`config.mk`:
```
export PLATFORM = sky130hd
export DESIGN_NAME = dmst_core
export DESIGN_NICKNAME = d
export VERILOG_FILES = /design/src/pkg/dmst_pkg.sv /design/src/core/dmst_core.sv
export SDC_FILE = /design/constraint.sdc
export NUM_CORES = 1
export LEC_CHECK = 0
export ABC_AREA = 1
export BUFFER_PORTS_ARGS = -buffer_cell sky130_fd_sc_hd__buf_2
export CAP_MARGIN = 15
export CORE_UTILIZATION = 27
export DETAILED_ROUTE_END_ITERATION = 8
export SYNTH_ARGS = -nofsm -noshare
export SYNTH_HDL_FRONTEND = slang
export SYNTH_SLANG_ARGS = --single-unit
```
`constraint.sdc`:
```
create_clock -name mclk_in -period 2.3 [get_ports mclk_in]
set_input_delay 0 -clock mclk_in [delete_from_list [all_inputs] [get_ports mclk_in]]
set_output_delay 0 -clock mclk_in [all_outputs]
set_load 0.02 [all_outputs]
```
`src/pkg/dmst_pkg.sv`:
```
// Purpose: Shared constants and types for the debug mode, status and trace block
// Assumes: One clock, synchronous active-low reset
// Notes: Status codes, mode codes and event carriers
package dmst_pkg;
  // ****************************************************
  // Status output encoding
  // ****************************************************
  localparam logic [2:0] ST_HALT = 3'h0;
  localparam logic [2:0] ST_HOLD = 3'h1;
  localparam logic [2:0] ST_LOAD = 3'h2;
  localparam logic [2:0] ST_WAIT = 3'h3;
  localparam logic [2:0] ST_IRET = 3'h4;
  localparam logic [2:0] ST_TRAP = 3'h5;
  localparam logic [2:0] ST_JUMP = 3'h6;
  localparam logic [2:0] ST_EXEC = 3'h7;
  localparam int ST_TOP = 2;

  // ****************************************************
  // Mode control encoding
  // ****************************************************
  localparam logic [1:0] MC_LOAD = 2'h0;
  localparam logic [1:0] MC_STEP = 2'h1;
  localparam logic [1:0] MC_HALT = 2'h2;
  localparam logic [1:0] MC_NORM = 2'h3;
  localparam logic [1:0] MC_RESET_VAL = 2'h3;

  // Mode state machine, one-hot
  typedef enum logic [3:0] {
    DMST_NORMAL = 4'h1,
    DMST_HALTED = 4'h2,
    DMST_STEPPING = 4'h4,
    DMST_LOADING = 4'h8
  } dmst_mode_t;

  // Execute-stage conditions of one internal cycle
  typedef struct packed {
    logic halt;
    logic hold;
    logic load_or_freeze;
    logic wait_cond;
    logic iret;
    logic trap;
    logic jump;
    logic exec;
  } dmst_cond_t;

  // Pipeline events that steer the trace flags
  typedef struct packed {
    logic writeback;
    logic iret;
    logic take_trap;
    logic trap_is_trace;
    logic sup_write;
    logic sup_te;
    logic sup_tp;
    logic supervisor;
  } dmst_evt_t;

  // Trap kinds handled here: saved counter chosen for illegal and assert, protection trap for halt
  typedef struct packed {
    logic illegal_op;
    logic assert_op;
    logic halt_op;
  } dmst_brk_t;
endpackage

```
`src/core/dmst_core.sv`:
```
// Purpose: Trace flags, status output, mode control and breakpoint checks
// Assumes: Execute-stage conditions and pipeline events arrive on mclk_in
// Notes: Mode inputs are asynchronous and synchronised here
//
// Behaviour
// - On write-back copy trace enable into trace pending.
// - Raise trace trap while pending is set, unless traps globally disabled.
// - Interrupt return restores both trace flags from the saved copy.
// - Taking a trace trap clears both current trace flags.
// - Other interrupts or traps save both trace flags to the saved copy.
// - Direct trace flag writes allowed only in supervisor mode.
// - User-mode halt traps, unless mode inputs were 10 during reset.
// - Illegal opcode saves own address; assert saves next address.
// - Three-bit status encodes eight processor conditions.
// - Full rate: show previous cycle condition, earliest code wins.
// - Half rate: first busy, second idle reports first condition.
// - Half rate: both cycles idle reports second condition.
// - Half rate: second cycle return, trap or jump reports it.
// - Multi-cycle work: first cycle executing or trap, later cycles hold.
// - Top status bit low exactly when processor idle.
// - Mode inputs: 00 load, 01 step, 10 halt, 11 normal.
// - Mode inputs are asynchronous and synchronised before use.
// - Violating mode change limits is undefined; reset restores order.
// - Enter requested mode within two or three cycles after access ends.
// - Halt or step: no execution, no accesses, timer frozen.
`timescale 1ns/1ps
module dmst_core (
  input wire logic mclk_in,
  input wire logic nrst_in,
  input wire logic mode_control_high_in,
  input wire logic mode_control_low_in,
  input wire logic half_rate_in,
  input wire logic second_phase_in,
  input wire dmst_pkg::dmst_cond_t cond_in,
  input wire logic multi_cont_in,
  input wire dmst_pkg::dmst_evt_t evt_in,
  input wire logic global_trap_disable_in,
  input wire dmst_pkg::dmst_brk_t brk_in,
  input wire logic [31:0] pc_in,
  input wire logic [31:0] pc_next_in,
  input wire logic access_busy_in,
  input wire logic halt_instr_in,
  input wire logic freeze_in,
  output logic trace_enable_flag_out,
  output logic trace_pending_flag_out,
  output logic saved_te_out,
  output logic saved_tp_out,
  output logic trace_trap_out,
  output logic protection_trap_out,
  output logic [31:0] saved_program_counter_out,
  output logic [2:0] status_out,
  output dmst_pkg::dmst_mode_t mode_out,
  output logic run_enable_out,
  output logic timer_enable_out,
  output logic debugger_present_out
);
  import dmst_pkg::*;

  logic [1:0] mc_meta_reg;
  logic [1:0] mc_sync_reg;
  logic [1:0] mc_last_reg;
  logic te_reg;
  logic tp_reg;
  logic ote_reg;
  logic otp_reg;
  logic [2:0] first_code_reg;
  logic [2:0] cur_code;
  logic [2:0] stat_next;
  dmst_mode_t mode_reg;
  dmst_mode_t mode_next;
  logic step_pend_reg;

  // ****************************************************
  // Mode input synchronisers
  // ****************************************************
  // Free-running, so the strap sees the pins while reset is held
  always_ff @(posedge mclk_in)
  begin
    mc_meta_reg <= {mode_control_high_in, mode_control_low_in};
    mc_sync_reg <= mc_meta_reg;
    mc_last_reg <= mc_sync_reg;
  end

  // ****************************************************
  // Debugger strap
  // ****************************************************
  // Captured each reset cycle, held after release
  always_ff @(posedge mclk_in)
  begin
    if (!nrst_in)
    begin
      debugger_present_out <= (mc_sync_reg == MC_HALT);
    end
  end

  // ****************************************************
  // Trace flags
  // ****************************************************
  // Priority: trap entry, return, supervisor write, write-back copy
  always_ff @(posedge mclk_in)
  begin
    if (!nrst_in)
    begin
      te_reg <= 1'b0;
      tp_reg <= 1'b0;
      ote_reg <= 1'b0;
      otp_reg <= 1'b0;
    end
    else if (evt_in.take_trap)
    begin
      ote_reg <= te_reg;
      otp_reg <= tp_reg;
      te_reg <= 1'b0;
      tp_reg <= 1'b0;
    end
    else if (evt_in.iret)
    begin
      te_reg <= ote_reg;
      tp_reg <= otp_reg;
    end
    else if (evt_in.sup_write && evt_in.supervisor)
    begin
      te_reg <= evt_in.sup_te;
      tp_reg <= evt_in.sup_tp;
    end
    else if (evt_in.writeback)
    begin
      tp_reg <= te_reg;
    end
  end

  // Flag outputs, and trace trap gated by global disable
  always_ff @(posedge mclk_in)
  begin
    if (!nrst_in)
    begin
      trace_trap_out <= 1'b0;
      trace_enable_flag_out <= 1'b0;
      trace_pending_flag_out <= 1'b0;
      saved_te_out <= 1'b0;
      saved_tp_out <= 1'b0;
    end
    else
    begin
      trace_trap_out <= tp_reg && !global_trap_disable_in;
      trace_enable_flag_out <= te_reg;
      trace_pending_flag_out <= tp_reg;
      saved_te_out <= ote_reg;
      saved_tp_out <= otp_reg;
    end
  end

  // ****************************************************
  // Breakpoint traps
  // ****************************************************
  // Saved counter choice and user-mode halt protection
  always_ff @(posedge mclk_in)
  begin
    if (!nrst_in)
    begin
      saved_program_counter_out <= 32'h0;
      protection_trap_out <= 1'b0;
    end
    else
    begin
      protection_trap_out <= brk_in.halt_op && !evt_in.supervisor
        && !debugger_present_out;
      if (brk_in.illegal_op)
      begin
        saved_program_counter_out <= pc_in;
      end
      else if (brk_in.assert_op)
      begin
        saved_program_counter_out <= pc_next_in;
      end
    end
  end

  // ****************************************************
  // Status encoding
  // ****************************************************
  // Earliest listed condition wins; continuation cycles report hold unless halt is set
  always_comb
  begin
    cur_code = ST_EXEC;
    if (cond_in.halt)
    begin
      cur_code = freeze_in ? ST_LOAD : ST_HALT;
    end
    else if (cond_in.hold || multi_cont_in)
    begin
      cur_code = ST_HOLD;
    end
    else if (cond_in.load_or_freeze)
    begin
      cur_code = ST_LOAD;
    end
    else if (cond_in.wait_cond)
    begin
      cur_code = ST_WAIT;
    end
    else if (cond_in.iret)
    begin
      cur_code = ST_IRET;
    end
    else if (cond_in.trap)
    begin
      cur_code = ST_TRAP;
    end
    else if (cond_in.jump)
    begin
      cur_code = ST_JUMP;
    end
    else
    begin
      cur_code = ST_EXEC;
    end
  end

  // Half-rate choice between first and second internal cycles
  always_comb
  begin
    stat_next = cur_code;
    if (half_rate_in)
    begin
      if (cur_code[ST_TOP] && cur_code != ST_EXEC)
      begin
        stat_next = cur_code;
      end
      else if (first_code_reg[ST_TOP] && !cur_code[ST_TOP])
      begin
        stat_next = first_code_reg;
      end
      else if (!first_code_reg[ST_TOP] && !cur_code[ST_TOP])
      begin
        stat_next = cur_code;
      end
    end
  end

  // First-phase capture and registered status
  always_ff @(posedge mclk_in)
  begin
    if (!nrst_in)
    begin
      first_code_reg <= ST_HALT;
      status_out <= ST_HALT;
    end
    else
    begin
      if (!second_phase_in)
      begin
        first_code_reg <= cur_code;
      end
      if (!half_rate_in || second_phase_in)
      begin
        status_out <= stat_next;
      end
    end
  end

  // ****************************************************
  // Mode state machine
  // ****************************************************
  // Waits for outstanding access before leaving normal mode
  always_comb
  begin
    mode_next = mode_reg;
    case (mode_reg)
      DMST_NORMAL:
      begin
        if (!access_busy_in)
        begin
          if (mc_sync_reg == MC_HALT || halt_instr_in)
          begin
            mode_next = DMST_HALTED;
          end
          else if (mc_sync_reg == MC_STEP)
          begin
            mode_next = DMST_STEPPING;
          end
          else if (mc_sync_reg == MC_LOAD)
          begin
            mode_next = DMST_LOADING;
          end
        end
      end
      DMST_HALTED:
      begin
        if (mc_sync_reg == MC_LOAD)
        begin
          mode_next = DMST_LOADING;
        end
        else if (mc_sync_reg == MC_STEP)
        begin
          mode_next = DMST_STEPPING;
        end
        else if (mc_sync_reg == MC_NORM && !halt_instr_in)
        begin
          mode_next = DMST_NORMAL;
        end
      end
      DMST_STEPPING:
      begin
        if (mc_sync_reg == MC_HALT)
        begin
          mode_next = DMST_HALTED;
        end
        else if (mc_sync_reg == MC_LOAD)
        begin
          mode_next = DMST_LOADING;
        end
      end
      DMST_LOADING:
      begin
        if (mc_sync_reg == MC_HALT)
        begin
          mode_next = DMST_HALTED;
        end
        else if (mc_sync_reg == MC_STEP)
        begin
          mode_next = DMST_STEPPING;
        end
      end
      default:
      begin
        mode_next = DMST_NORMAL;
      end
    endcase
  end

  // Mode register and one-cycle step on step-to-normal edge
  always_ff @(posedge mclk_in)
  begin
    if (!nrst_in)
    begin
      mode_reg <= DMST_NORMAL;
      step_pend_reg <= 1'b0;
    end
    else
    begin
      mode_reg <= mode_next;
      step_pend_reg <= (mode_reg == DMST_STEPPING)
        && (mc_sync_reg == MC_NORM) && (mc_last_reg == MC_STEP);
    end
  end

  // Run and timer enables follow the mode
  always_ff @(posedge mclk_in)
  begin
    if (!nrst_in)
    begin
      mode_out <= DMST_NORMAL;
      run_enable_out <= 1'b1;
      timer_enable_out <= 1'b1;
    end
    else
    begin
      mode_out <= mode_reg;
      run_enable_out <= (mode_reg == DMST_NORMAL) || step_pend_reg;
      timer_enable_out <= (mode_reg == DMST_NORMAL) || step_pend_reg;
    end
  end
endmodule // dmst_core

```
==> impl_metrics.py <==
metrics = {
    "yosys": {
        "ys_warn_count": 0,
        "synth_top_area_frac": 0.4063,
        "synth-seq-cells": 65,
        "async_reset_ff_frac": 0,
        "ys_seq_area_frac": 0.4159,
        "ys_types": 27,
        "ys.flop_type": "dfxtp_1",
        "synth_fp_nets": 547,
        "yosys-top-cells-count": "106 x nand2_1, 101 x inv_1, 64 x dfxtp_1",
        "synth_edf_count": 1,
        "syn_area_per_cell_sq_um": 7.038,
        "yosys-top-cells-area": "dfxtp_1 41%, nand2_1 13%, inv_1 12%, o211ai_2 7.1%, nand3_1 6.5%",
        "synth_top_area_cell": "dfxtp_1",
        "synth_cells": 448,
        "synth_area_sq_um": 3153,
        "yosysMostFrequentCell": "nand2_1",
    },
    "job": {
        "maxCapViolations": 0,
    },
    "route": {
        "vias": 3315,
        "first_pass_iters": 4,
        "wl_per_cell_microns": 10.50,
        "first_iter_violations": 121,
        "post_drt_via_cell_ratio": 4.277,
        "drc": 0,
        "final_antenna_net_count": 0,
        "drt-total-wl_microns": 8136,
    },
    "sta": {
        "maxSlewViolCount": 0,
        "period_share": 0.7506,
        "fmax_ghz": 0.5793,
        "rsz0062_at_grt": "no",
        "finalSetupTns_ns": 0,
        "worst_clock_skew_ns": 0.004356,
        "worst_slew_pin_slew_ns": 0.6061,
        "fin_crit_ns": 1.726,
        "setup_viol": 0,
        "hold_viol": 0,
        "max_slew_margin": 0.5955,
    },
    "layout": {
        "seq_area_sq_um": 1311,
        "antennaDiodeCount": 0,
        "finalNetCount": 726,
        "multi_input_area_sq_um": 1338,
        "nFillCells": 1173,
        "largest_reg_flops": 32,
        "drive_above_1_share": 0.2864,
        "area_delta_synth_final_pct": 49.44,
        "layout.cells.non_filler": 775,
    },
    "clock_network": {
        "clockRootBuffer": "clkbuf_16",
        "cts_setup_buffers": 0,
        "path_clk_slew_ns": 0.06,
        "cts_tree": "done",
        "cts.sinks": 65,
        "clockBufferDepth": 2,
        "clk_latency_ns": 0.33,
        "htree_levels": 3,
        "numCtsBuffers": 9,
    },
    "setup_path": {
        "crit_arrival_ns": 1.94,
        "crit_fanout": 5,
        "cp-end-kind": "flop",
        "required_ns": 2.51,
        "worstSetupPathType": "input pin to flop",
        "startpoint_type": "input pin",
    },
    "die": {
        "start_util": 0.2761,
        "rows": 39,
        "io_pins": 142,
        "die_w_microns": 110.1,
        "die_area_sq_um": 12110,
        "chipHeight_microns": 110.1,
        "core-area_sq_um": 11420,
    },
    "hold_path": {
        "hold_path_class": "input pin to flop",
    },
    "pwr": {
        "leakage_nw": 2.602,
        "peakVddDrop_v": 0.0003774,
        "p_per_area_nw_per_um2": 678.1,
    },
    "global_routing": {
        "gr-total-overflow": 0,
        "met2_usage": 0.2259,
        "grt_pass1_wl_microns": 12360,
        "antenna_found_initial": 0,
        "grt_max_degree": 45,
        "grt_use_met1": 0.1509,
        "grt_pass1_vias": 2900,
        "grt_util_met3": 0.03821,
        "grt_use_total": 0.1310,
        "grt_busiest_layer": "met2",
    },
    "placement": {
        "place_inst": 713,
        "gp_congestion": 0.8902,
        "portBuffers": 139,
        "place_hpwl_microns": 5770,
    },
    "status": {
        "outcome": "finished, final reports clean",
    },
}
==> path summary, 6_finish.rpt <==
path                  startpoint                             to  slack (ns)  depth (start not counted)
setup / recovery       evt_in[6]                         tp_reg        0.57                          8
hold / removal    pc_next_in[16]  saved_program_counter_out[16]       0.008                          5
setup reg to reg  mc_sync_reg[0]                    mode_reg[3]        0.62                          8
hold reg to reg   mc_meta_reg[1]                 mc_sync_reg[1]        0.33                          0
==> worst max-delay path, cell delays in order <==
cell	delay (ns)
dlygate4sd3_1	0.54
buf_2	0.13
inv_1	0.11
nand2_1	0.08
or2_2	0.29
o21ai_0	0.18
a41oi_1	0.06
dlygate4sd3_1	0.56
==> report_power, final <==
part / leakage (nW) / switching (mW) / internal (mW)
Combinational: 1.92 / 0.321 / 0.258
Clock: 0.145 / 0.502 / 0.869
Sequential: 0.538 / 0.0404 / 1.20
==> what timing repair did <==
item	CTS	global route
resized for setup	0	0
hold buffers	46	0
endpoints found under the hold margin	36	0
==> metrics by stage <==
stage / hold slack (ns) / cell area [sq um] / power [mW] / setup WS, ns / util
global route: 0.02535 / 4712 / 3.379 / 0.4595 / 0.4127
global placement: 0.1038 / 3945 / 1.770 / 0.6734 / 0.3455
finish: 0.007542 / 4712 / 3.195 / 0.5736 / 0.4127
CTS: 0.0002700 / 4712 / 3.251 / 0.6124 / 0.4127
detailed placement: 0.1036 / 3945 / 1.782 / 0.6384 / 0.3455
floorplan: 0.02772 / 3153 / 1.597 / 0.8229 / -
==> routing by layer <==
| layer | wire length [microns] | vias up |
|---|---|---|
| met5 | 0 | - |
| li1 | - | 1737 |
| met1 | 3581 | 1481 |
| met4 | 105 | 0 |
| met2 | 4030 | 87 |
| met3 | 418 | 10 |
==> placed cells by master, fill, tap and decap left out, types with 7 or more instances in the layout <==
cell type and instances:
nand2_1 106, inv_1 101, o21ai_0 33, nand3_1 41
dlygate4sd3_1 46, clkbuf_16 9, dfxtp_1 64, o211ai_2 18
a21oi_1 7, nor2_1 30, buf_2 139
==> cell type report <==
type / instances / share of cell area
Clock inverter: 6 / 0.01434
Multi-Input combinational cell: 261 / 0.2839
Sequential cell: 65 / 0.2783
Inverter: 101 / 0.08046
Timing Repair Buffer: 189 / 0.2544
Tap cell: 143 / 0.03797
Clock buffer: 10 / 0.05072
==> cells by family (layout without fill, tap and decap cells) <==
family | Yosys count | count (layout) | share of synthesized area
simple gates | 190 | 190 | 0.2520
compound gates | 66 | 66 | 0.1524
flops | 65 | 65 | 0.4159
buf+inv | 122 | 306 | 0.1599
fa+ha+maj | 5 | 5 | 0.01984
No activity file was read; power rests on OpenSTA's default activity.
